**config.mk**
```make
export PLATFORM = sky130hd
export DESIGN_NAME = aed_decoder
export DESIGN_NICKNAME = d
export VERILOG_FILES = /design/src/hw/aed_decoder.v
export VERILOG_INCLUDE_DIRS = /design/src /design/src/hw
export SDC_FILE = /design/constraint.sdc
export NUM_CORES = 1
export LEC_CHECK = 0
export BUFFER_PORTS_ARGS = -buffer_cell sky130_fd_sc_hd__buf_2
export CORE_MARGIN = 5
export CORE_UTILIZATION = 56
export DETAILED_ROUTE_END_ITERATION = 10
export PLACE_DENSITY = 0.77
export REMOVE_ABC_BUFFERS = 1
export SYNTH_ARGS = -nofsm -noshare
export SYNTH_HDL_FRONTEND = slang
export SYNTH_SLANG_ARGS = --single-unit
```
**constraint.sdc**
```tcl
create_clock -name pclk -period 8.95 [get_ports pclk]
set_input_delay 0.4475 -clock pclk [delete_from_list [all_inputs] [get_ports pclk]]
set_output_delay 0.4475 -clock pclk [all_outputs]
set_load 0.1 [all_outputs]
```
**src/hw/aed_map.vh**
```
// register map, field positions and reset values of the quadrature encoder decoder
// assumes a 32-bit apb slave; byte address is four times the register index
//
// Contract
// - the a input is inverted when the a polarity bit (bit 0) of the mode register is set.
// - the b input is inverted when the b polarity bit (bit 1) of the mode register is set.
// - the index input is inverted when the index polarity bit (bit 2) is set.
// - with bit 3 clear the index is n alone, with it set the index needs n, a and b together.
// - on an index event bit 8 clear copies live count to the latched count, set loads back.
// - the 24-bit step count wraps modulo pulses per revolution; bit 12 set counts negative.
// - a writable 24-bit pulses-per-revolution value sets the modulus and the angle scale.
// - software may write the live count and counting goes on from the written value.
// - a 24-bit latched count holds the step count captured at the latest index event; with bit 8 set index events leave it unchanged.
// - a signed 16-bit mechanical offset in the low half rotates the mechanical angle.
// - a signed 16-bit electrical offset in the high half rotates the electrical angle.
// - mechanical angle is count times 2^16 over pulses per revolution plus offset.
// - electrical angle is mechanical angle times pole pairs plus offset, read only.
// - the pole-pair count is an unsigned 16-bit value supplied from outside the block.
`ifndef AED_MAP_VH
`define AED_MAP_VH

// register indices
`define AED_IDX_MODE 8'h25
`define AED_IDX_PPR 8'h26
`define AED_IDX_COUNT 8'h27
`define AED_IDX_COUNT_N 8'h28
`define AED_IDX_OFFSETS 8'h29
`define AED_IDX_ANGLES 8'h2a
`define AED_IDX_MODE2 8'h2c

// mode register fields
`define AED_BIT_APOL 0
`define AED_BIT_BPOL 1
`define AED_BIT_NPOL 2
`define AED_BIT_INDEX_NEEDS_QUAD 3
`define AED_BIT_INDEX_LOADS 8
`define AED_BIT_DIRECTION 12
`define AED_MODE_MASK 32'h0000110f

// reset values
`define AED_RST_MODE 32'h00000000
`define AED_RST_PPR 24'h000000
`define AED_RST_COUNT 24'h000000
`define AED_RST_OFFSETS 32'h00000000

// angle divider steps
`define AED_DIV_STEPS 5'h10

`endif

```
**src/hw/aed_decoder.v**
```verilog
// quadrature a/b/n encoder decoder with apb register access
// assumes apb master on pclk; encoder pins synchronised inside, pole pairs synchronous to pclk
`timescale 1ns/1ps
`include "aed_map.vh"

module aed_decoder #(
  parameter CNT_W = 24
) (
  // apb
  input wire pclk,
  input wire presetn,
  input wire psel,
  input wire penable,
  input wire pwrite,
  input wire [31:0] paddr,
  input wire [31:0] pwdata,
  output reg [31:0] prdata,
  output reg pready,
  output reg pslverr,
  // encoder
  input wire enc_a,
  input wire enc_b,
  input wire enc_n,
  // motor configuration
  input wire [15:0] pole_pairs,
  // angles
  output reg [15:0] mech_angle,
  output reg [15:0] elec_angle
);

  ////////////////////////////////////////////////////////////////////////////
  // address decode

  function [7:0] reg_index;
    input [31:0] addr;
    begin
      reg_index = addr[9:2];
    end
  endfunction

  function mapped;
    input [31:0] addr;
    reg [7:0] idx;
    begin
      idx = addr[9:2];
      mapped = (addr[31:10] == 22'h000000) && (addr[1:0] == 2'h0) &&
        ((idx == `AED_IDX_MODE) || (idx == `AED_IDX_PPR) ||
         (idx == `AED_IDX_COUNT) || (idx == `AED_IDX_COUNT_N) ||
         (idx == `AED_IDX_OFFSETS) || (idx == `AED_IDX_ANGLES) ||
         (idx == `AED_IDX_MODE2));
    end
  endfunction

  ////////////////////////////////////////////////////////////////////////////
  // quadrature and counting helpers

  // returns step and forward flags from previous and current a/b levels
  function [1:0] quad_decode;
    input [1:0] prev_ab;
    input [1:0] cur_ab;
    begin
      case ({prev_ab, cur_ab})
        4'h0: quad_decode = 2'h0;
        4'h1: quad_decode = 2'h3;
        4'h2: quad_decode = 2'h2;
        4'h3: quad_decode = 2'h0;
        4'h4: quad_decode = 2'h2;
        4'h5: quad_decode = 2'h0;
        4'h6: quad_decode = 2'h0;
        4'h7: quad_decode = 2'h3;
        4'h8: quad_decode = 2'h3;
        4'h9: quad_decode = 2'h0;
        4'ha: quad_decode = 2'h0;
        4'hb: quad_decode = 2'h2;
        4'hc: quad_decode = 2'h0;
        4'hd: quad_decode = 2'h2;
        4'he: quad_decode = 2'h3;
        4'hf: quad_decode = 2'h0;
        default: quad_decode = 2'h0;
      endcase
    end
  endfunction

  function [CNT_W-1:0] count_inc;
    input [CNT_W-1:0] cnt;
    input [CNT_W-1:0] last;
    begin
      if (cnt == last) begin
        count_inc = {CNT_W{1'b0}};
      end else begin
        count_inc = cnt + {{(CNT_W-1){1'b0}}, 1'b1};
      end
    end
  endfunction

  function [CNT_W-1:0] count_dec;
    input [CNT_W-1:0] cnt;
    input [CNT_W-1:0] last;
    begin
      if (cnt == {CNT_W{1'b0}}) begin
        count_dec = last;
      end else begin
        count_dec = cnt - {{(CNT_W-1){1'b0}}, 1'b1};
      end
    end
  endfunction

  ////////////////////////////////////////////////////////////////////////////
  // registers

  reg [31:0] mode_reg;
  reg [31:0] mode2_reg;
  reg [CNT_W-1:0] ppr_reg;
  reg [CNT_W-1:0] count_reg;
  reg [CNT_W-1:0] count_n_reg;
  reg [31:0] offsets_reg;

  reg a_meta_reg;
  reg b_meta_reg;
  reg n_meta_reg;
  reg a_sync_reg;
  reg b_sync_reg;
  reg n_sync_reg;
  reg a_prev_reg;
  reg b_prev_reg;
  reg nq_prev_reg;

  reg [4:0] div_cnt_reg;
  reg [CNT_W:0] rem_reg;
  reg [CNT_W-1:0] div_ppr_reg;
  reg [15:0] quo_reg;

  ////////////////////////////////////////////////////////////////////////////
  // apb handshake

  wire bus_access;
  wire bus_done;
  wire wr_done;
  wire [7:0] idx;

  assign bus_access = psel && penable;
  assign bus_done = bus_access && pready;
  assign wr_done = bus_done && pwrite && mapped(paddr);
  assign idx = reg_index(paddr);

  wire wr_mode;
  wire wr_mode2;
  wire wr_ppr;
  wire wr_count;
  wire wr_count_n;
  wire wr_offsets;

  assign wr_mode = wr_done && (idx == `AED_IDX_MODE);
  assign wr_mode2 = wr_done && (idx == `AED_IDX_MODE2);
  assign wr_ppr = wr_done && (idx == `AED_IDX_PPR);
  assign wr_count = wr_done && (idx == `AED_IDX_COUNT);
  assign wr_count_n = wr_done && (idx == `AED_IDX_COUNT_N);
  assign wr_offsets = wr_done && (idx == `AED_IDX_OFFSETS);

  reg [31:0] rd_data;

  always @* begin
    rd_data = 32'h00000000;
    case (idx)
      `AED_IDX_MODE: rd_data = mode_reg;
      `AED_IDX_MODE2: rd_data = mode2_reg;
      `AED_IDX_PPR: rd_data = {8'h00, ppr_reg};
      `AED_IDX_COUNT: rd_data = {8'h00, count_reg};
      `AED_IDX_COUNT_N: rd_data = {8'h00, count_n_reg};
      `AED_IDX_OFFSETS: rd_data = offsets_reg;
      `AED_IDX_ANGLES: rd_data = {elec_angle, mech_angle};
      default: rd_data = 32'h00000000;
    endcase
  end

  // one wait state, then answer
  always @(posedge pclk or negedge presetn) begin
    if (!presetn) begin
      pready <= 1'b0;
      prdata <= 32'h00000000;
      pslverr <= 1'b0;
    end else if (bus_access && !pready) begin
      pready <= 1'b1;
      pslverr <= !mapped(paddr) || (pwrite && (idx == `AED_IDX_ANGLES));
      if (!pwrite && mapped(paddr)) begin
        prdata <= rd_data;
      end else begin
        prdata <= 32'h00000000;
      end
    end else begin
      pready <= 1'b0;
      pslverr <= 1'b0;
      prdata <= 32'h00000000;
    end
  end

  ////////////////////////////////////////////////////////////////////////////
  // configuration registers

  always @(posedge pclk or negedge presetn) begin
    if (!presetn) begin
      mode_reg <= `AED_RST_MODE;
      mode2_reg <= `AED_RST_MODE;
      ppr_reg <= `AED_RST_PPR;
      offsets_reg <= `AED_RST_OFFSETS;
    end else begin
      if (wr_mode) begin
        mode_reg <= pwdata & `AED_MODE_MASK;
      end
      if (wr_mode2) begin
        mode2_reg <= pwdata & `AED_MODE_MASK;
      end
      if (wr_ppr) begin
        ppr_reg <= pwdata[CNT_W-1:0];
      end
      if (wr_offsets) begin
        offsets_reg <= pwdata;
      end
    end
  end

  ////////////////////////////////////////////////////////////////////////////
  // input synchronisers and polarity

  always @(posedge pclk or negedge presetn) begin
    if (!presetn) begin
      a_meta_reg <= 1'b0;
      b_meta_reg <= 1'b0;
      n_meta_reg <= 1'b0;
      a_sync_reg <= 1'b0;
      b_sync_reg <= 1'b0;
      n_sync_reg <= 1'b0;
    end else begin
      a_meta_reg <= enc_a;
      b_meta_reg <= enc_b;
      n_meta_reg <= enc_n;
      a_sync_reg <= a_meta_reg;
      b_sync_reg <= b_meta_reg;
      n_sync_reg <= n_meta_reg;
    end
  end

  wire a_in;
  wire b_in;
  wire n_in;
  wire nq_in;

  assign a_in = a_sync_reg ^ mode_reg[`AED_BIT_APOL];
  assign b_in = b_sync_reg ^ mode_reg[`AED_BIT_BPOL];
  assign n_in = n_sync_reg ^ mode_reg[`AED_BIT_NPOL];
  assign nq_in = n_in && (!mode_reg[`AED_BIT_INDEX_NEEDS_QUAD] || (a_in && b_in));

  ////////////////////////////////////////////////////////////////////////////
  // quadrature decode and counting

  wire [1:0] quad_flags;
  wire step;
  wire fwd;
  wire count_up;
  wire index_event;
  wire [CNT_W-1:0] ppr_m1;

  assign quad_flags = quad_decode({a_prev_reg, b_prev_reg}, {a_in, b_in});
  assign step = quad_flags[1];
  assign fwd = quad_flags[0];
  assign count_up = fwd ^ mode_reg[`AED_BIT_DIRECTION];
  assign index_event = nq_in && !nq_prev_reg;
  assign ppr_m1 = ppr_reg - {{(CNT_W-1){1'b0}}, 1'b1};

  reg [CNT_W-1:0] count_next;

  always @* begin
    count_next = count_reg;
    if (wr_count) begin
      count_next = pwdata[CNT_W-1:0];
    end else if (index_event && mode_reg[`AED_BIT_INDEX_LOADS]) begin
      count_next = count_n_reg;
    end else if (step) begin
      if (count_up) begin
        count_next = count_inc(count_reg, ppr_m1);
      end else begin
        count_next = count_dec(count_reg, ppr_m1);
      end
    end
  end

  always @(posedge pclk or negedge presetn) begin
    if (!presetn) begin
      a_prev_reg <= 1'b0;
      b_prev_reg <= 1'b0;
      nq_prev_reg <= 1'b0;
      count_reg <= `AED_RST_COUNT;
      count_n_reg <= `AED_RST_COUNT;
    end else begin
      a_prev_reg <= a_in;
      b_prev_reg <= b_in;
      nq_prev_reg <= nq_in;
      count_reg <= count_next;
      if (wr_count_n) begin
        count_n_reg <= pwdata[CNT_W-1:0];
      end else if (index_event && !mode_reg[`AED_BIT_INDEX_LOADS]) begin
        count_n_reg <= count_reg;
      end
    end
  end

  ////////////////////////////////////////////////////////////////////////////
  // angle computation, one quotient bit per cycle

  wire [CNT_W:0] rem_shift;
  wire rem_ge;
  wire [15:0] quo_final;
  wire [15:0] mech_next;
  wire [31:0] elec_prod;

  assign rem_shift = {rem_reg[CNT_W-1:0], 1'b0};
  assign rem_ge = (rem_shift >= {1'b0, div_ppr_reg});
  assign quo_final = {quo_reg[14:0], rem_ge};
  assign mech_next = ((div_ppr_reg == {CNT_W{1'b0}}) ? 16'h0000 : quo_final) +
    offsets_reg[15:0];
  assign elec_prod = mech_next * pole_pairs;
  always @(posedge pclk or negedge presetn) begin
    if (!presetn) begin
      div_cnt_reg <= 5'h00;
      rem_reg <= {(CNT_W+1){1'b0}};
      div_ppr_reg <= {CNT_W{1'b0}};
      quo_reg <= 16'h0000;
      mech_angle <= 16'h0000;
      elec_angle <= 16'h0000;
    end else if (div_cnt_reg == 5'h00) begin
      rem_reg <= {1'b0, count_reg};
      div_ppr_reg <= ppr_reg;
      quo_reg <= 16'h0000;
      div_cnt_reg <= `AED_DIV_STEPS;
    end else begin
      rem_reg <= rem_ge ? (rem_shift - {1'b0, div_ppr_reg}) : rem_shift;
      quo_reg <= quo_final;
      div_cnt_reg <= div_cnt_reg - 5'h01;
      if (div_cnt_reg == 5'h01) begin
        mech_angle <= mech_next;
        elec_angle <= elec_prod[15:0] + offsets_reg[31:16];
      end
    end
  end

endmodule

```
==> metrics.log, run 1 <==
[metrics] outcome: complete, but fails checks
[metrics] violations in the final reports: negative setup slack
[metrics] Pwr Density: between 150 and 200 nW/um^2
[metrics] largest net degree at the start of global routing: ~100
[metrics] core outline area: 34400 sq um
[metrics] fraction of synthesized area in multiplexers: under 10%
[metrics] area share of fa/ha/maj cells after synthesis: roughly 16%
[metrics] clock tree from TritonCTS: built
[metrics] top_reg_cell synth: dfrtp_1
[metrics] deepest clock path buffer count: 3
[metrics] setup slack after placement: -0.609 ns
[metrics] simple-gate area share of the yosys netlist: between 10% and 20%
[metrics] dominant combinational cell family by area after synthesis: adder cells
[metrics] Post-synth EDFFs: 0
[metrics] critical path's slowest cell: fa_1
[metrics] Port Buffer Count: approximately 150
[metrics] starting density of the core: between 50 and 60%
[metrics] Filler Cell Count: 2813
[metrics] XOR/XNOR share of the synthesized area: approximately 7.6%
[metrics] CP startpoint kind: flop
[metrics] master cell of the clock root buffer: clkbuf_16
[metrics] syn avg cell area: ~9.3 sq um
[metrics] setup slack of the critical path after layout: -0.0448 ns
[metrics] achievable clock frequency: 111 MHz
[metrics] cell seen most often among critical-path stages: xnor2_1
[metrics] maximum level of the CTS H-tree: 1
[metrics] maximum fanout encountered on the critical timing path: 4
[metrics] worst vdd rail ir drop: 0.191 mV
[metrics] Area growth syn-to-layout: 14.8%
[metrics] slew margin rel.: a little under a quarter
[metrics] Final ANT Viol Nets: 0
[metrics] floorplan die width: just under 200 um
[metrics] unrepaired setup endpoints after global routing: yes
[metrics] average detailed-routed wire length per instance: 20.1 um
[metrics] worst clock skew: about 0.025 ns
[metrics] Leakage Power: between 10 and 15 nW
[metrics] final WL: about 55000 um
[metrics] most common cell after layout, fill and taps aside: dfrtp_1
[metrics] die boundary height: between 150 and 200 um
[metrics] category of the critical setup timing path: flop to flop
[metrics] warning count from the yosys run: 0
[metrics] clock buffer count from CTS: 29
[metrics] via count normalized by instance count: 5.96
[metrics] Final Power: between 3 and 4 mW
[metrics] Final Hold Viols: 0
[metrics] Cell Rows: a little under 70
[metrics] wire length of the first global-routing pass: 88400 um
[metrics] HPWL Detailed: slightly above 40000 um
[metrics] source-to-sink clock delay at the later pin of the worst-skew pair: slightly below 0.6 ns
[metrics] Initial DRT Pass Iterations: 9
[metrics] Clock transition at path regs: 0.06 ns
[metrics] register bit total from synthesis: 259
[metrics] all-layer global routing usage: 28.4%
[metrics] number of DRC markers in iteration 0: ~1.6k
[metrics] worst path required time: ~9.4 ns
[metrics] count of unresolved DRC violations after routing: 0
[metrics] number of global-route vias before repair: roughly 17k
[metrics] Die Area: just under 40000 sq um
[metrics] final setup fails: 1
[metrics] final critical path time including I/O delays and setup: about 9 ns
[metrics] clk sinks: between 200 and 300
[metrics] Cell variety after synth: between 60 and 70
[metrics] number of antenna violations at the first check in global routing: 2
[metrics] grt total ovfl: 0
[metrics] I/O pin total: between 150 and 200
[metrics] Compound-Gate Fraction of Synth Area: between 10% and 20%
[metrics] share of flip-flops with an asynchronous set or reset: 100%
[metrics] reported max-cap violation count: 0
[metrics] most frequent cells in the layout: 259 x dfrtp_1, 203 x inv_1, 194 x nand2_1
[metrics] worst hold path type: input pin to flop
[metrics] via count of the routed design: 16.3k
[metrics] Seq/Total Area, Yosys: 33.4%
[metrics] nets: 2535
[metrics] Worst-Margin Slew: about 1.2 ns
[metrics] data arrival time of the critical path: about 9.4 ns
[metrics] period utilisation layout: 101%
[metrics] final weighted congestion in routability-driven placement: 0.957
[metrics] worst stage delay on the critical path: 0.55 ns
[metrics] layout cell share with drive strength beyond 1: ~20%
[metrics] synthesized instance count: 2088
[metrics] summed instance area of the synthesized netlist: 19400 sq um
[metrics] capturing element type of the critical path: flop
[metrics] number of max-slew violations in the final report: 0
what timing repair did:
item                                    CTS  global route
endpoints found under the hold margin   102             0
pin swaps                                42            31
gates resized for setup                  27            38
hold buffers                              4             0
setup buffers                             8             2
endpoints found under the setup margin    4             6
path summary, 6_finish.rpt:
check | from | endpoint | slack (ns) | cells past startpoint
setup / recovery | div_ppr_reg[10] | elec_angle[15] | -0.04 | 44
hold / removal | pwdata[29] | offsets_reg[29] | 0.1 | 2
setup reg to reg | div_ppr_reg[10] | elec_angle[15] | -0.04 | 44
hold reg to reg | b_meta_reg | b_sync_reg | 0.35 | 0
max in group asynchronous | presetn | prdata[21] | 6.94 | 3
min in group asynchronous | presetn | b_prev_reg | 0.46 | 2
cells in the mapped netlist (4+ instances only):
cell type  number  area (sq um)
nand3b_1        6          45.0
mux2i_1        62           621
a211oi_1        7          52.6
ha_1          101          1260
a21o_1         19           143
fa_1           96          1920
o21ai_1        15          75.1
or3_1          10          62.6
nand2_1       195           732
or4_1           6          45.0
dfrtp_1       259          6480
nor2_1        134           503
a22oi_1        59           443
buf_2           8          40.0
mux2_2         85           957
a31oi_1         6          37.5
nand3_1        28           140
nand4_1        21           131
inv_1         208           781
nor4_1         30           188
a22oi_2        11           138
and3_1          7          43.8
o22ai_1         7          43.8
xor2_1         54           473
nor3_1         28           140
clkbuf_1       95           357
o21bai_1        9          67.6
or2_2           4          25.0
and2_1         72           450
nor2b_1        29           181
o21ai_0       102           510
buf_1           5          18.8
nand2b_1       15          93.8
a21oi_1       120           601
xnor2_1       109           955
a21boi_0        4          30.0
a222oi_1       18           180
per-layer routing:
layer / GRT usage [%] / wire [um] / vias up
met5: 0 / 11 / -
met4: 9.85 / 2230 / 2
met3: 6.47 / 4640 / 140
met2: 43.9 / 24900 / 720
met1: 39.7 / 23000 / 8004
li1: - / - / 7405
area by class of cell:
class / count / area, sq um / area share [%]
Multi-Input combinational cell: 1510 / 12000 / 53.8
Clock buffer: 40 / 817 / 3.67
Timing Repair Buffer: 242 / 1460 / 6.56
Antenna cell: 1 / 2.50 / 0.0112
Clock inverter: 14 / 181 / 0.814
Tap cell: 455 / 569 / 2.56
Sequential cell: 259 / 6480 / 29.1
Inverter: 208 / 781 / 3.50
logic make-up after synthesis:
kind of cell | after synthesis
xor+xnor | 165
buf+inv | 319
compound gates | 401
fa+ha+maj | 197
mux | 148
simple gates | 599
flops | 259
worst max-delay path: cells and delay by family, from the launching register on:
| family | cells | cell delay [ns] |
|---|---|---|
| fa+ha+maj | 9 | 3.44 |
| compound gates | 12 | 2.00 |
| xor+xnor | 11 | 1.85 |
| buf+inv | 8 | 0.75 |
| simple gates | 4 | 0.39 |
| flops | 1 | 0.38 |
stage by stage:
step | TNS, ns | instances | utilization [%] | area (sq um) | hold WS [ns]
after floorplan | -23.47 | 1977 | - | 19000 | 0.152
after global placement | -0.434 | 2660 | 60.8 | 20900 | 0.333
after detailed placement | -1.35 | 2660 | 60.8 | 20900 | 0.336
after CTS | -0.140 | 2726 | 64.3 | 22100 | 0.0845
after global routing | -0.797 | 2728 | 64.8 | 22300 | 0.0970
final | -0.0448 | 2729 | 64.8 | 22300 | 0.0986
power by group:
| group | internal (mW) | leakage, nW | switching (mW) |
|---|---|---|---|
| Clock | 0.752 | 0.497 | 0.509 |
| Sequential | 1.31 | 3.48 | 0.243 |
| Combinational | 0.492 | 6.77 | 0.560 |
| Total | 2.56 | 10.7 | 1.31 |
Power figures use the tool's default switching activity.
==> run 2, diff against run 1 <==
--- a/config.mk
+++ b/config.mk
@@ -6,6 +6,7 @@
 export SDC_FILE = /design/constraint.sdc
 export NUM_CORES = 1
 export LEC_CHECK = 0
+export ABC_AREA = 1
 export BUFFER_PORTS_ARGS = -buffer_cell sky130_fd_sc_hd__buf_2
 export CORE_MARGIN = 5
 export CORE_UTILIZATION = 56
==> run 2 against run 1 <==
Critical path type unchanged; the flow finishes with violations (negative hold slack); non-clock buffer count fell by 58; die area rose by 4.7%; area after synthesis rose by 5.0%; routed wire length rose by 19%; synthesized cell count rose by 30%; critical path depth rose by 3; via count rose by 18%; count of clock-buffer cells in the layout rose by 3; hold slack got worse by 0.11 ns; flip-flop and latch count did not move.
==> metrics.log, run 2 <==
[metrics] fraction of synthesized cell area taken by the top area cell type: a little under a third
[metrics] final setup fails: 0
[metrics] register bit total from synthesis: 259
[metrics] Area growth syn-to-layout: 11.3%
[metrics] Final ANT Viol Nets: 0
[metrics] critical path's slowest cell: fa_1
[metrics] Initial DRT Pass Iterations: 6
[metrics] via count normalized by instance count: 5.79
[metrics] all-layer global routing usage: between 30% and 40%
[metrics] maximum level of the CTS H-tree: 1
[metrics] worst clock skew: 0.0150 ns
[metrics] summed area of non-filler cells in the final layout: ~23000 sq um
[metrics] average detailed-routed wire length per instance: ~20 um
[metrics] Cell variety after synth: about 60
[metrics] area leader, netlist: dfrtp_1
[metrics] slew margin rel.: a little over an eighth
[metrics] number of global-route vias before repair: a little under 20k
[metrics] CP startpoint kind: flop
[metrics] grt total ovfl: 0
[metrics] most common cell in the netlist: nand2_1
[metrics] top_reg_cell synth: dfrtp_1
[metrics] number of DRC markers in iteration 0: 1900
[metrics] Filler Cell Count: about 3.2k
[metrics] achievable clock frequency: between 100 and 150 MHz
[metrics] Port Buffer Count: 153
[metrics] most frequent cells in the layout: 654 x nand2_1, 478 x inv_1, 259 x dfrtp_1
[metrics] deepest clock path buffer count: 3
[metrics] area occupied by multi-input gates: ~12000 sq um
[metrics] maximum fanout encountered on the critical timing path: 5
[metrics] wire length of the first global-routing pass: roughly 100000 um
[metrics] nets: 3118
[metrics] die boundary height: roughly 200 um
[metrics] dominant combinational cell family by area after synthesis: simple AND/OR/NAND/NOR gates
[metrics] cell seen most often among critical-path stages: nand2_1
[metrics] count of unresolved DRC violations after routing: 0
[metrics] final critical path time including I/O delays and setup: 8.43 ns
[metrics] share of flip-flops with an asynchronous set or reset: 100%
[metrics] area of all sequential standard cells: 6480 sq um
[metrics] XOR/XNOR share of the synthesized area: roughly 4.8%
[metrics] floorplan die width: approximately 200 um
[metrics] Compound-Gate Fraction of Synth Area: approximately an eighth
[metrics] reported max-cap violation count: 0
[metrics] Seq/Total Area, Yosys: between 30% and 40%
[metrics] violations in the final reports: negative hold slack
[metrics] Worst-Margin Slew: 1.30 ns
[metrics] period utilisation layout: a little over nine tenths
[metrics] core outline area: around 36000 sq um
[metrics] clock buffer count from CTS: 29
[metrics] Clock transition at path regs: ~0.070 ns
[metrics] number of antenna violations at the first check in global routing: 2
[metrics] layout cell share with drive strength beyond 1: 10.4%
[metrics] synthesized instance count: approximately 2.7k
[metrics] starting density of the core: 57.0%
[metrics] clock tree from TritonCTS: built
[metrics] worst stage delay on the critical path: approximately 0.57 ns
[metrics] summed instance area of the synthesized netlist: between 20000 and 25000 sq um
[metrics] worst hold path type: input pin to asynchronous set/reset pin
[metrics] capturing element type of the critical path: flop
[metrics] ranking of synthesized cells by area: dfrtp_1 32%, nand2_1 12%, fa_1 9.4%
[metrics] category of the critical setup timing path: flop to flop
[metrics] commonest cells in the synthesized netlist: 655 x nand2_1, 479 x inv_1, 259 x dfrtp_1
[metrics] warning count from the yosys run: 0
[metrics] Die Area: between 40000 and 50000 sq um
[metrics] Post-synth EDFFs: 0
[metrics] most common cell after layout, fill and taps aside: nand2_1
[metrics] Final Hold Viols: 2
[metrics] Cell Rows: between 60 and 70
[metrics] final hold slack: -0.00937 ns
[metrics] area share of fa/ha/maj cells after synthesis: between 10% and 20%
[metrics] master cell of the clock root buffer: clkbuf_16
[metrics] largest net degree at the start of global routing: between 100 and 150
[metrics] via count of the routed design: approximately 19k
[metrics] final weighted congestion in routability-driven placement: 1.00
[metrics] I/O pin total: between 150 and 200
[metrics] HPWL Detailed: 49600 um
[metrics] source-to-sink clock delay at the later pin of the worst-skew pair: between 0.5 and 0.6 ns
[metrics] syn avg cell area: 7.49 sq um
[metrics] simple-gate area share of the yosys netlist: between 20% and 30%
[metrics] fraction of synthesized area in multiplexers: less than 1%
[metrics] worst path required time: roughly 9.5 ns
[metrics] number of setup buffers added after CTS: 0
[metrics] clk sinks: approximately 260
[metrics] number of max-slew violations in the final report: 0
[metrics] final WL: between 60000 and 70000 um
[metrics] data arrival time of the critical path: about 9.0 ns
[metrics] placed cell areas: 21500 sq um
[metrics] outcome: complete, but fails checks
==> run 2: cell types whose count changed in the layout (fill, tap and decap cells not counted), moves of 62 or more <==
cell | before | now
and2_1 | 70 | 2
inv_1 | 203 | 478
mux2_2 | 85 | 1
mux2i_1 | 62 | 0
nand2_1 | 194 | 654
nand3_1 | 26 | 133
o21ai_0 | 95 | 166
xnor2_1 | 104 | 24
==> run 2: layer usage <==
layer  global-route usage [%]  vias up  wire length [um]
li1                         -     8921                 -
met1                     42.3     9207             26100
met2                     52.4      906             30400
met3                     5.36      177              5810
met4                     13.2        2              2960
met5                        0        -                 7
==> run 2: cells by family (layout without fill, tap and decap cells) <==
kind of cell / after synthesis / count (layout)
other: 0 / 1
buffers and inverters: 595 / 730
xor gates and xnor gates: 110 / 110
AOI/OAI and AO/OA: 460 / 460
muxes: 1 / 1
adders and majority gates: 197 / 197
and+or+nand+nor: 1098 / 1098
DFF: 259 / 259
==> run 2: layout make-up <==
class                           count  share of cell area, %
Clock buffer                       43                   3.87
Tap cell                          461                   2.54
Clock inverter                     10                  0.706
Antenna cell                        1                 0.0110
Timing Repair Buffer              184                   4.48
Sequential cell                   259                   28.6
Inverter                          493                   8.16
Multi-Input combinational cell   1866                   51.6
==> run 2: per-stage QoR <==
step / setup slack, ns / setup TNS, ns / util [%] / std cells / hold slack, ns
5_1_grt: -0.0253 / -0.0473 / 63.4 / 3317 / 0.0720
6_report: 0.517 / 0 / 63.4 / 3317 / -0.00937
3_5_place_dp: 0.166 / 0 / 60.0 / 3260 / 0.337
4_1_cts: 0.146 / 0 / 63.0 / 3316 / 0.0341
2_1_floorplan: -0.850 / -2.68 / - / 2618 / 0.152
3_3_place_gp: 0.416 / 0 / 60.0 / 3260 / 0.337
==> run 2: final timing paths <==
kind                        startpoint               to  slack [ns]  depth (start not counted)
max in group asynchronous      presetn  count_n_reg[10]        7.43                          2
min reg2reg                 b_meta_reg       b_sync_reg        0.35                          0
min in group pclk           pwdata[24]  offsets_reg[24]        0.09                          3
max                        rem_reg[10]   elec_angle[15]        0.52                         47
min                            presetn       b_prev_reg      -0.009                          1
max reg2reg                rem_reg[10]   elec_angle[15]        0.52                         47
==> run 2: worst max-delay path: cells and delay by family, from the launching register on <==
family	cells	cell delay [ns]
xor+xnor	1	0.18
simple gates	22	2.30
fa+ha+maj	10	4.29
buf+inv	11	0.80
flops	1	0.41
compound gates	3	0.38
==> run 2: timing repair <==
| item | in CTS | in global routing |
|---|---|---|
| endpoints found under the hold margin | 3 | 0 |
| hold buffers | 3 | 0 |
| endpoints found under the setup margin | 0 | 3 |
| resized for setup | 0 | 20 |
Power of run 2 is left out: the tool's default activity adds up to more than one toggle a clock period on the data nets, which glitch-free logic cannot reach.
